--- src/hdl/cad_regs.svh ---
// Offsets, field positions, reset values for the config access decoder
`ifndef CAD_REGS_SVH
`define CAD_REGS_SVH
`define CAD_IO_CFG_ADDR 16'h0CF8
`define CAD_IO_CFG_DATA 16'h0CFC
`define CAD_CFG_ADDR_RST 32'h00000000
`define CAD_CFG_ADDR_WMASK 32'h80FFFFFC
`define CAD_CFG_EN_BIT 31
`define CAD_BAR_IDX 6'h05
`define CAD_BUSNUM_IDX 6'h06
`define CAD_SECSTAT_IDX 6'h07
`define CAD_ABORT_BIT 29
`define CAD_BAR_MASK 32'hFFFFF000
`define CAD_MEM_WIDTH_OFS 12'h02C
`define CAD_ROW_WIDTH_RST 4'h0
`define CAD_BAR_RST 32'h00000000
`define CAD_BUS_RST 8'h00
`define CAD_CLK_PAIR_RST 6'h00
`define CAD_TYPE1_CODE 2'h1
`define CAD_ALL_ONES 32'hFFFFFFFF
`endif

--- src/hdl/cad_pkg.sv ---
// Types shared by the config access decoder
package cad_pkg;
  typedef struct packed {
    logic req;
    logic write;
    logic isMem;
    logic [31:0] addr;
    logic [3:0] byteEn;
    logic [31:0] wdata;
  } cad_host_req_t;
  typedef struct packed {
    logic valid;
    logic toGraphics;
    logic type1;
    logic write;
    logic [31:0] addr;
    logic [3:0] byteEn;
    logic [31:0] wdata;
  } cad_cfg_cycle_t;
  typedef enum logic [2:0] {
    CAD_ST_IDLE = 3'b001,
    CAD_ST_EXT = 3'b010,
    CAD_ST_RESP = 3'b100
  } cad_state_t;
endpackage

--- src/hdl/cad_config_access.sv ---
// Config address decode, data window routing and memory-mapped control registers
`timescale 1ns/1ps
`include "cad_regs.svh"
module cad_config_access (
  input wire logic ref_clk,
  input wire logic rst,
  input wire cad_pkg::cad_host_req_t hostReq,
  output logic hostAck,
  output logic [31:0] hostRdata,
  input wire logic barReveal,
  output cad_pkg::cad_cfg_cycle_t cfgCycle,
  input wire logic extDone,
  input wire logic [31:0] extRdata,
  output logic [5:0] clkPairX8
);
  import cad_pkg::*;

  // Builds the outgoing configuration address
  function automatic logic [31:0] cfgAddrBuild(input logic [31:0] ca, input logic gfxType0, input logic type1);
    logic [15:0] idsel;
    idsel = 16'h0000;
    if (!ca[15]) begin
      idsel = 16'h0001 << ca[14:11];
    end
    if (gfxType0) begin
      cfgAddrBuild = {idsel, 5'h00, ca[10:2], 2'h0};
    end else begin
      cfgAddrBuild = {8'h00, ca[23:11], ca[10:2], type1 ? `CAD_TYPE1_CODE : 2'h0};
    end
  endfunction

  // Byte-lane merge of a write into a stored word
  function automatic logic [31:0] laneMerge(input logic [31:0] old, input logic [31:0] wd, input logic [3:0] be);
    for (int i = 0; i < 4; i++) begin
      old[i*8 +: 8] = be[i] ? wd[i*8 +: 8] : old[i*8 +: 8];
    end
    laneMerge = old;
  endfunction

  cad_state_t state_r, state_nxt;
  logic [31:0] cfgAddr_r, cfgAddr_nxt;
  logic [31:0] barBase_r, barBase_nxt;
  logic [7:0] secBus_r, secBus_nxt;
  logic [7:0] subBus_r, subBus_nxt;
  logic abort_r, abort_nxt;
  logic [3:0] rowWidth_r, rowWidth_nxt;
  logic [5:0] clkX8_r, clkX8_nxt;
  logic [31:0] rdata_r, rdata_nxt;
  cad_cfg_cycle_t cyc_r, cyc_nxt;
  logic [7:0] busF;
  logic [4:0] devF;
  logic [2:0] fnF;
  logic [5:0] regF;
  logic isInternal, isGfxT0, isGfxT1;
  logic take, ioCfgAddr, ioCfgData, cfgEn, memHit;
  logic widthHit;

  // Field split of the config address
  assign busF = cfgAddr_r[23:16];
  assign devF = cfgAddr_r[15:11];
  assign fnF = cfgAddr_r[10:8];
  assign regF = cfgAddr_r[7:2];
  assign cfgEn = cfgAddr_r[`CAD_CFG_EN_BIT];
  assign isInternal = (busF == 8'h00) && (devF < 5'h02);
  assign isGfxT0 = (busF != 8'h00) && (busF == secBus_r);
  assign isGfxT1 = (busF != 8'h00) && (busF > secBus_r) && (busF <= subBus_r);
  assign take = hostReq.req && (state_r == CAD_ST_IDLE);
  assign ioCfgAddr = !hostReq.isMem && (hostReq.addr[15:0] == `CAD_IO_CFG_ADDR);
  assign ioCfgData = !hostReq.isMem && (hostReq.addr[15:0] == `CAD_IO_CFG_DATA);
  assign memHit = hostReq.isMem && barReveal &&
    ((hostReq.addr & `CAD_BAR_MASK) == (barBase_r & `CAD_BAR_MASK));
  // Row width register picked out of the revealed window
  assign widthHit = hostReq.addr[11:2] == 10'(`CAD_MEM_WIDTH_OFS >> 2);

  // Next values of all block state
  always_comb begin
    state_nxt = state_r;
    cfgAddr_nxt = cfgAddr_r;
    barBase_nxt = barBase_r;
    secBus_nxt = secBus_r;
    subBus_nxt = subBus_r;
    abort_nxt = abort_r;
    rowWidth_nxt = rowWidth_r;
    rdata_nxt = rdata_r;
    cyc_nxt = cyc_r;
    cyc_nxt.valid = 1'b0;
    unique case (state_r)
      CAD_ST_IDLE: begin
        if (take) begin
          state_nxt = CAD_ST_RESP;
          rdata_nxt = 32'h00000000;
          // Config address port
          if (ioCfgAddr) begin
            // Reserved bits masked on write
            if (hostReq.write && (hostReq.byteEn == 4'hF)) begin
              cfgAddr_nxt = hostReq.wdata & `CAD_CFG_ADDR_WMASK;
            end
            rdata_nxt = cfgAddr_r;
          end else if (ioCfgData && cfgEn) begin
            // Internal bridge registers, claimed here
            if (isInternal) begin
              if (fnF != 3'h0) begin
                rdata_nxt = `CAD_ALL_ONES;
              end else if (devF == 5'h00 && regF == `CAD_BAR_IDX) begin
                // Base register hidden until revealed
                rdata_nxt = barReveal ? barBase_r : 32'h00000000;
                if (hostReq.write && barReveal) begin
                  barBase_nxt = laneMerge(barBase_r, hostReq.wdata, hostReq.byteEn) & `CAD_BAR_MASK;
                end
              end else if (devF == 5'h01 && regF == `CAD_BUSNUM_IDX) begin
                // Secondary and subordinate bus numbers
                rdata_nxt = {8'h00, subBus_r, secBus_r, 8'h00};
                if (hostReq.write && hostReq.byteEn[1]) begin
                  secBus_nxt = hostReq.wdata[15:8];
                end
                if (hostReq.write && hostReq.byteEn[2]) begin
                  subBus_nxt = hostReq.wdata[23:16];
                end
              end else if (devF == 5'h01 && regF == `CAD_SECSTAT_IDX) begin
                // Received abort flag, write one clears
                rdata_nxt[`CAD_ABORT_BIT] = abort_r;
                if (hostReq.write && hostReq.byteEn[3] && hostReq.wdata[`CAD_ABORT_BIT]) begin
                  abort_nxt = 1'b0; // Write one clears
                end
              end
            end else begin
              // External cycle toward graphics port or hub
              state_nxt = CAD_ST_EXT;
              cyc_nxt.valid = 1'b1;
              cyc_nxt.toGraphics = isGfxT0 || isGfxT1;
              cyc_nxt.type1 = !isGfxT0 && (busF != 8'h00);
              cyc_nxt.write = hostReq.write;
              cyc_nxt.byteEn = hostReq.byteEn;
              cyc_nxt.wdata = hostReq.wdata;
              cyc_nxt.addr = cfgAddrBuild(cfgAddr_r, isGfxT0, cyc_nxt.type1);
              if (isGfxT0 && devF[4]) begin
                abort_nxt = 1'b1;
              end
            end
          end else if (memHit) begin
            // Only the 4-bit row width field is backed; the rest reads zero
            if (widthHit) begin
              rdata_nxt = {28'h0000000, rowWidth_r};
              if (hostReq.write && hostReq.byteEn[0]) begin
                rowWidth_nxt = hostReq.wdata[3:0];
              end
            end
          end
        end
      end
      CAD_ST_EXT: begin
        if (extDone) begin
          rdata_nxt = extRdata;
          state_nxt = CAD_ST_RESP;
        end
      end
      CAD_ST_RESP: begin
        state_nxt = CAD_ST_IDLE;
      end
      default: begin
        state_nxt = CAD_ST_IDLE;
      end
    endcase
    // Clock pair width select per row pair
    clkX8_nxt = {{3{rowWidth_nxt[2] | rowWidth_nxt[3]}}, {3{rowWidth_nxt[0] | rowWidth_nxt[1]}}};
  end

  // Registers
  always_ff @(posedge ref_clk or posedge rst) begin
    if (rst) begin
      state_r <= CAD_ST_IDLE;
      cfgAddr_r <= `CAD_CFG_ADDR_RST;
      barBase_r <= `CAD_BAR_RST;
      secBus_r <= `CAD_BUS_RST;
      subBus_r <= `CAD_BUS_RST;
      abort_r <= 1'b0;
      rowWidth_r <= `CAD_ROW_WIDTH_RST;
      clkX8_r <= `CAD_CLK_PAIR_RST;
      rdata_r <= 32'h00000000;
      cyc_r <= '0;
    end else begin
      state_r <= state_nxt;
      cfgAddr_r <= cfgAddr_nxt;
      barBase_r <= barBase_nxt;
      secBus_r <= secBus_nxt;
      subBus_r <= subBus_nxt;
      abort_r <= abort_nxt;
      rowWidth_r <= rowWidth_nxt;
      clkX8_r <= clkX8_nxt;
      rdata_r <= rdata_nxt;
      cyc_r <= cyc_nxt;
    end
  end

  // Outputs
  assign hostAck = (state_r == CAD_ST_RESP);
  assign hostRdata = rdata_r;
  assign cfgCycle = cyc_r;
  assign clkPairX8 = clkX8_r;
endmodule

--- config.mk ---
export PLATFORM = sky130hd
export DESIGN_NAME = cad_config_access
export DESIGN_NICKNAME = d
export VERILOG_FILES = /design/src/hdl/cad_pkg.sv /design/src/hdl/cad_config_access.sv
export VERILOG_INCLUDE_DIRS = /design/src /design/src/hdl
export SDC_FILE = /design/constraint.sdc
export NUM_CORES = 1
export LEC_CHECK = 0
export ABC_AREA = 1
export ABC_CLOCK_PERIOD_IN_PS = 7200
export BUFFER_PORTS_ARGS = -buffer_cell sky130_fd_sc_hd__buf_2
export CAP_MARGIN = 40
export CORE_MARGIN = 2
export CORE_UTILIZATION = 40
export DETAILED_ROUTE_END_ITERATION = 8
export HOLD_SLACK_MARGIN = 0.15
export SLEW_MARGIN = 20
export SYNTH_ARGS = -nofsm -noshare
export SYNTH_HDL_FRONTEND = slang
export SYNTH_SLANG_ARGS = --single-unit
--- constraint.sdc ---
create_clock -name ref_clk -period 7.2 [get_ports ref_clk]
set_clock_uncertainty 0.05 [all_clocks]
set_input_delay 0.72 -clock ref_clk [delete_from_list [all_inputs] [get_ports ref_clk]]
set_output_delay 0.72 -clock ref_clk [all_outputs]
set_load 0.05 [all_outputs]
* After elaboration in Yosys (flattened, before gate mapping) *
Index checks and enable logic that the tools add are counted.

word-level totals
  register bits after elaboration = 175
  bits of input ports = 107

cells by class
  order comparisons = 3
  equality and inequality tests = 20
  shift operators = 1
  mux-type cells = 42
  bitwise logic cells = 6
  reductions and logical operators = 41

operator list
  kind                                              number
  two-way mux 72 bit                                5
  two-way mux 32 bit                                9
  case mux 32 bit (2 select lines)                  1
  AND reduction 9 bit                               5
  two-way mux 4 bit                                 9
  == test 16 x 12 -> 1 bit, second input constant   2
  two-way mux 24 bit                                1
  logical AND 1 bit                                 22
  == test 20 bit                                    1
  == test 6 x 3 -> 1 bit, second input constant     3
  two-way mux 16 bit                                1
  << shifter 1 x 4 -> 16 bit, first input constant  1
  two-way mux 3 bit                                 5
  == test 10 x 4 -> 1 bit, second input constant    1
  two-way mux 1 bit                                 10
  inequality test 2 bit, second input constant      5
  AND reduction 10 bit                              1
  == test 8 bit                                     1
  greater-than comparator 8 bit                     1
  less-or-equal comparator 8 bit                    1
  zero test 8 bit                                   1
  nonzero test 8 bit                                1
  case mux 3 bit (2 select lines)                   1
  == test 5 x 1 -> 1 bit, second input constant     1
  other kinds (17)                                  24

* Logic depth before layout (Yosys ltp) *
Gate-level depths: netlist of the first run.

  depth in word-level cells = 11
  mapped depth = 12
  depth with buffers taken out = 12

* Worst setup path before layout of the first run *
OpenSTA, ideal clock, no wires.

  kind = register to output
  from = register state_r[1]
  to = output hostAck
  data arrival time = 1.472 ns
  required time = 6.430 ns
  path slack = 4.958 ns
  cell stages (with the launch flop) = 2
  path buffers = 0
  path through = dfrtp_1 nor3_1

on the way
  cells in the longest elaborated chain, start to end = 1

RTL lines
  what                    RTL line                  source
  from (decl)             cad_config_access.sv:40   cad_state_t state_r, state_nxt;
  from (signal assigned)  cad_config_access.sv:182  state_r <= state_nxt;
  == test 3 bit           cad_config_access.sv:196  assign hostAck = (state_r == CAD_ST_RESP);
  to (decl)               cad_config_access.sv:8    output logic hostAck,

No other way between the ends.

* Final worst setup path of the first run *
  from = register state_r[0]
  to = register rdata_r[17], in the netlist hostRdata[17]

on the way
  cells in the longest elaborated chain, start to end = 4

RTL lines
  what                             RTL line                                          source
  == test 3 x 1 -> 1 bit           cad_config_access.sv:67, cad_config_access.sv:87
  logical AND 1 bit                cad_config_access.sv:67                           assign take = hostReq.req && (state_r == CAD_ST_IDLE);
  inequality test 2 bit (no line)  --
  AND reduction 3 bit (no line)    --
  to (signal assigned)             cad_config_access.sv:190                          rdata_r <= rdata_nxt;
  to (decl)                        cad_config_access.sv:48                           logic [31:0] rdata_r, rdata_nxt;

Several ways; a longest one is shown, not always the timed one.
A chain may end at the register's enable or synchronous reset.

==> results of run 1 <==
[area by class of cell]
cell class	instances	area share [%]
diodes	1	0.02325
clock buffers	19	4.209
clock inverters	13	0.8604
inverters	140	4.988
multi-input cells	779	35.84
flip-flops and latches	171	39.77
well taps	280	3.255
repair buffers	225	11.05
[worst max-delay path by stage]
| stage | cells after the start | from | to |
|---|---|---|---|
| after floorplan | 1 | rst | abort_r |
| after global placement | 10 | hostReq[37] | cfgAddr_r[6] |
| after detailed placement | 11 | hostReq[39] | cfgCycle[19] |
| after CTS | 6 | state_r[0] | hostRdata[22] |
| after global routing | 6 | state_r[0] | hostRdata[21] |
| final | 6 | state_r[0] | hostRdata[17] |
[per-layer routing]
layer	vias to the layer above	part of all wire [%]	global-route usage (%)
met2	298	45	35.14
met4	0	2.4	7.299
met3	41	6.2	4.679
li1	4046	-	-
met5	-	0	0
met1	3751	46	33.25
[critical path, stage by stage, from the launching register on]
cell and delay, ns:
dfstp_2 0.54, nor2_1 0.05, nand2_2 0.46, inv_2 0.39
nor3_2 0.71, o21ai_0 0.30, a21oi_1 0.19
[stage by stage]
stage          std cells  cell area, um2
3_5_place_dp        1593           10170
5_1_grt             1627           10760
3_3_place_gp        1592           10150
6_report            1628           10760
2_1_floorplan       1137            8985
4_1_cts             1625           10720
[synthesized netlist by cell type, drive strengths merged]
cell	count	area (um2)
nand4	20	137.6
o21ai	156	919.6
nor4	1	6.260
clkbuf	13	48.80
xor2	1	8.760
o211ai	7	52.55
xnor2	1	8.760
nand3	47	275.3
dfstp	1	26.28
ha	16	200.2
nor3b	1	7.510
a21oi	46	230.2
or2	1	6.260
nor3	29	165.2
nand3b	1	7.510
nand2	347	1343
conb	1	3.750
dfrtp	170	4254
inv	138	518.0
clkinv	2	13.76
nor2	92	407.9
a31oi	12	75.07
buf	34	269.0
[power breakdown]
part / leakage [nW] / internal [mW] / total, mW / switching (mW)
Clock: 0.258 / 0.462 / 0.873 / 0.411
Sequential: 2.31 / 0.986 / 1.00 / 0.0169
Combinational: 3.09 / 0.0669 / 0.265 / 0.198
[cells by family after synthesis]
logic type	Yosys count	synth area share [%]
other cells	1	0.04174
flops	171	47.64
buf+inv	187	9.455
simple gates	539	26.22
compound gates	221	14.22
xor+xnor	2	0.1950
fa+ha+maj	16	2.228
[flip-flops by register name, indices dropped and copies added, names as in the netlist]
signal      flops
cfgCycle       70
hostRdata      32
cfgAddr_r      23
barBase_r      20
secBus_r        8
subBus_r        8
rowWidth_r      4
state_r         3
clkPairX8       2
abort_r         1
==> out/metrics.cfg, run 1 <==
[run_status]
status=finished, final reports clean

[synth]
yosysUniqueCellTypes=39
synth_seq_area_share_pct=47.64
netlist_instances=1137
synth_area_mm2=0.008985
yosys_register_bits=171
syn-num-nets=1260
synthesis.yosys.warnings=0
syn-mean-instance-area_um2=7.902

[worst_setup_path]
worst_r2r_startpoint=state_r[0]
worstSetupPathType=register to register
regToRegSetupSlack_ns=4.43
cp-start-kind=register
critical_path.max_fanout=28
required_ns=7.51
timing.rr.end=hostRdata[17]
worst_r2r_path_depth=6
cp.arrival_ns=3.09
endpoint_kind=register

[finish]
register_area_mm2=0.004280
final_cell_mix=nand2_1, buf_2, dfrtp_1
drive_above_1_share_pct=25.32
layout.cells.most_common=nand2_1
multiInputGateArea_mm2=0.003857
area_delta_synth_final_pct=19.77
finish.utilization_pct=49.01
num-nets-final=1457
fillCellCount=2214

[clock_network]
worst_skew_pair.late_latency_ns=0.43
hold_fix_buffer_count_after_cts=0
h_tree_level_count=4
cells_resized_by_post_cts_repair=0
cts.clk_slew.worst_paths_ns=0.07
clock-sinks=171
tritoncts=done
cts_setup_buffers=0
cts-buffers-inserted=17
cts-root-to-sink-buffers=2
root_cell_of_the_clock_tree=clkbuf_16

[sta]
final-setup-viol-count=0
slew_violations=0
max-slew-margin-rel_pct=49.66
worst_slack_ns=4.425
clock.fmax_ghz=0.3604
period_needed_ns=2.775
tightest_slew_ns=0.7511
finalSetupTns_ns=0
rsz_0062_raised_after_global_routing=no
post-route-period-util_pct=38.54
final-hold-violation-count=0
worst_hold_slack_ns=0.2485

[drt]
wl_per_cell_um=16.56
totalWireLength_um=26970
avgViaCountPerCell=4.998
total_number_of_vias=8136
dr.first_iter.drc_count=501
detail_route.first_pass.iterations=5
detail_route.drc_violations=0
detail-route-antenna-nets=0

[grt]
grt_overflow=0
grt_start_max_net_pins=80
globalRouteTotalUtil_pct=23.10
grt_pass1_wl_um=42320
antenna_found_initial=1
number_of_global_route_vias_before_repair=7610

[placement]
dp_worst_setup_slack_ns=4.288
globalplace.congestion=0.8302
io_buffers=216
dp_hpwl_um=20340

[pwr]
totalPowerFinal_mw=2.141
powerDensity_mw_per_mm2=199.0
peakVddDrop_v=0.0001512
power_leakage_nw=5.659

[run]
cap_viol_max_count=0

[floorplan]
die_width_um=153.9
area_inside_the_core_boundary_mm2=0.02196
initial_core_util_pct=40.92
die-area_mm2=0.02368
std_cell_rows=54
die_h_um=153.9
floorplan.io_pins=218

[worst_hold_path]
min_path_type=input pin to async pin

(Power assumes the default switching activity.)
==> run 2: changes to the inputs <==
- ABC_CLOCK_PERIOD_IN_PS: 7200 -> 2770
- clock period: 7.2 -> 2.77 ns (I/O delays scaled with it)
==> run 2 against run 1 <==
  * Sequential cell count did not move
  * Total power increased to 2.8 times the previous value
  * Highest routed layer unchanged
  * Via count up 2.5%
  * Combinational power grew to 2.9 times the previous value
  * Utilization up 3.2 points
  * Sequential share of layout area fell by 2.4 points
  * Critical path type unchanged
  * Sequential power rose to 2.6 times the previous value
  * Cell count up 3.9%
  * Hold slack worse by 0.087 ns
==> out/metrics.cfg, run 2 (synthesized netlist as in run 1, its figures left out) <==
[grt]
antenna_found_initial=2
grt_busiest_layer=met2
number_of_global_route_vias_before_repair=7933
gr-usage-met3_pct=3.692
grt_pass1_wl_um=43530
globalRouteTotalUtil_pct=23.63
groute.layer.met2.usage_pct=37.13
groute.layer.met1.usage_pct=33.68
grt_overflow=0
grt_start_max_net_pins=51

[finish]
final_cell_mix=nand2_1, buf_2, dfrtp_1
largest_register_ff_count=70
drive_above_1_share_pct=24.98
area_delta_synth_final_pct=27.57
num-nets-final=1519
multiInputGateArea_mm2=0.003857
fillCellCount=2124
layout.cells.most_common=nand2_1
register_area_mm2=0.004280

[floorplan]
area_inside_the_core_boundary_mm2=0.02196
die_width_um=153.9
die-area_mm2=0.02368
floorplan.io_pins=218
die_h_um=153.9
initial_core_util_pct=40.92
std_cell_rows=54

[worst_setup_path]
required_ns=3.09
critical_path.max_fanout=8
endpoint_kind=register
regToRegSetupSlack_ns=0.47
worst_r2r_path_depth=9
worst_r2r_startpoint=cfgAddr_r[23]
cp.arrival_ns=2.62
timing.rr.end=cfgCycle[61]
worstSetupPathType=register to register
cp-start-kind=register

[sta]
post-route-period-util_pct=82.95
max-slew-margin-rel_pct=55.71
final-hold-violation-count=0
worst_hold_slack_ns=0.1617
finalSetupTns_ns=0
rsz_0062_raised_after_global_routing=no
clock.fmax_ghz=0.4352
period_needed_ns=2.298
tightest_slew_ns=0.6625
slew_violations=0
final-setup-viol-count=0

[clock_network]
clock-sinks=171
cts_setup_buffers=0
h_tree_level_count=4
cts.clk_slew.worst_paths_ns=0.07
tritoncts=done
cts-root-to-sink-buffers=2
cts-buffers-inserted=17
root_cell_of_the_clock_tree=clkbuf_16
worst_skew_pair.late_latency_ns=0.44

[drt]
detail_route.drc_violations=0
total_number_of_vias=8338
detail-route-antenna-nets=0
dr.first_iter.drc_count=564
wl_per_cell_um=16.50
totalWireLength_um=27900
detail_route.first_pass.iterations=5
avgViaCountPerCell=4.931

[pwr]
power_leakage_nw=5.970
totalPowerFinal_mw=5.924
peakVddDrop_v=0.0003571
powerDensity_mw_per_mm2=516.8

[run_status]
status=finished, final reports clean

[placement]
io_buffers=216
dp_hpwl_um=20580
globalplace.congestion=0.8909

[worst_hold_path]
min_delay_path_depth=3
hp-start=hostReq[18]
min_delay_worst_endpoint=barBase_r[18]
min_path_type=input pin to register

[run]
cap_viol_max_count=0

==> run 2: per-stage QoR <==
step,cell area (um2),setup slack [ns],util [%],cells
final,11460,0.4723,52.20,1691
after CTS,11430,0.4934,52.05,1688
after global placement,10300,0.5549,46.89,1605
after floorplan,8989,0.2611,-,1137
after detailed placement,10300,0.5075,46.89,1605
after global routing,11460,0.2414,52.18,1689
==> run 2: final cells by class <==
type / instances / area share [%]
antenna: 2 / 0.04366
timing repair buffer: 287 / 15.81
tap: 280 / 3.056
inverter: 140 / 4.672
multi-input combinational: 779 / 33.65
sequential: 171 / 37.34
clock inverter: 14 / 1.594
clock buffer: 18 / 3.831
==> run 2: where the power goes <==
| part | total (mW) | internal [mW] | switching, mW | leakage, nW |
|---|---|---|---|---|
| logic | 0.766 | 0.236 | 0.530 | 3.36 |
| clock network | 2.55 | 1.46 | 1.09 | 0.300 |
| registers | 2.61 | 2.56 | 0.0451 | 2.31 |
| total | 5.92 | 4.26 | 1.66 | 5.97 |
==> run 2: timing repair <==
action,4_1_cts,5_1_grt
hold buffers,51,0
endpoints found under the hold margin,107,0
setup endpoints to repair,0,0
gates resized for setup,0,0
==> run 2: critical path, stage by stage, from the launching register on <==
cell	delay, ns
dfrtp_1	0.46
ha_1	0.33
nand2_1	0.07
inv_1	0.05
nand3_1	0.09
nor3_1	0.19
nand2_1	0.23
nor3_2	0.46
nand3_1	0.17
o21ai_2	0.14
==> run 2: how the worst max path moves through the flow <==
stage,cells past startpoint,endpoint,from
2_1_floorplan,1,abort_r,rst
3_3_place_gp,9,cfgCycle[60],cfgAddr_r[23]
3_5_place_dp,9,cfgCycle[61],cfgAddr_r[23]
4_1_cts,9,cfgCycle[61],cfgAddr_r[23]
5_1_grt,9,cfgCycle[60],cfgAddr_r[19]
6_report,9,cfgCycle[61],cfgAddr_r[23]
==> run 2: per-layer routing <==
layer  vias up  share of wire (%)
met5         -                  0
met2       282                 45
met4         0                2.2
li1       4189                  -
met3        46                5.2
met1      3821                 47
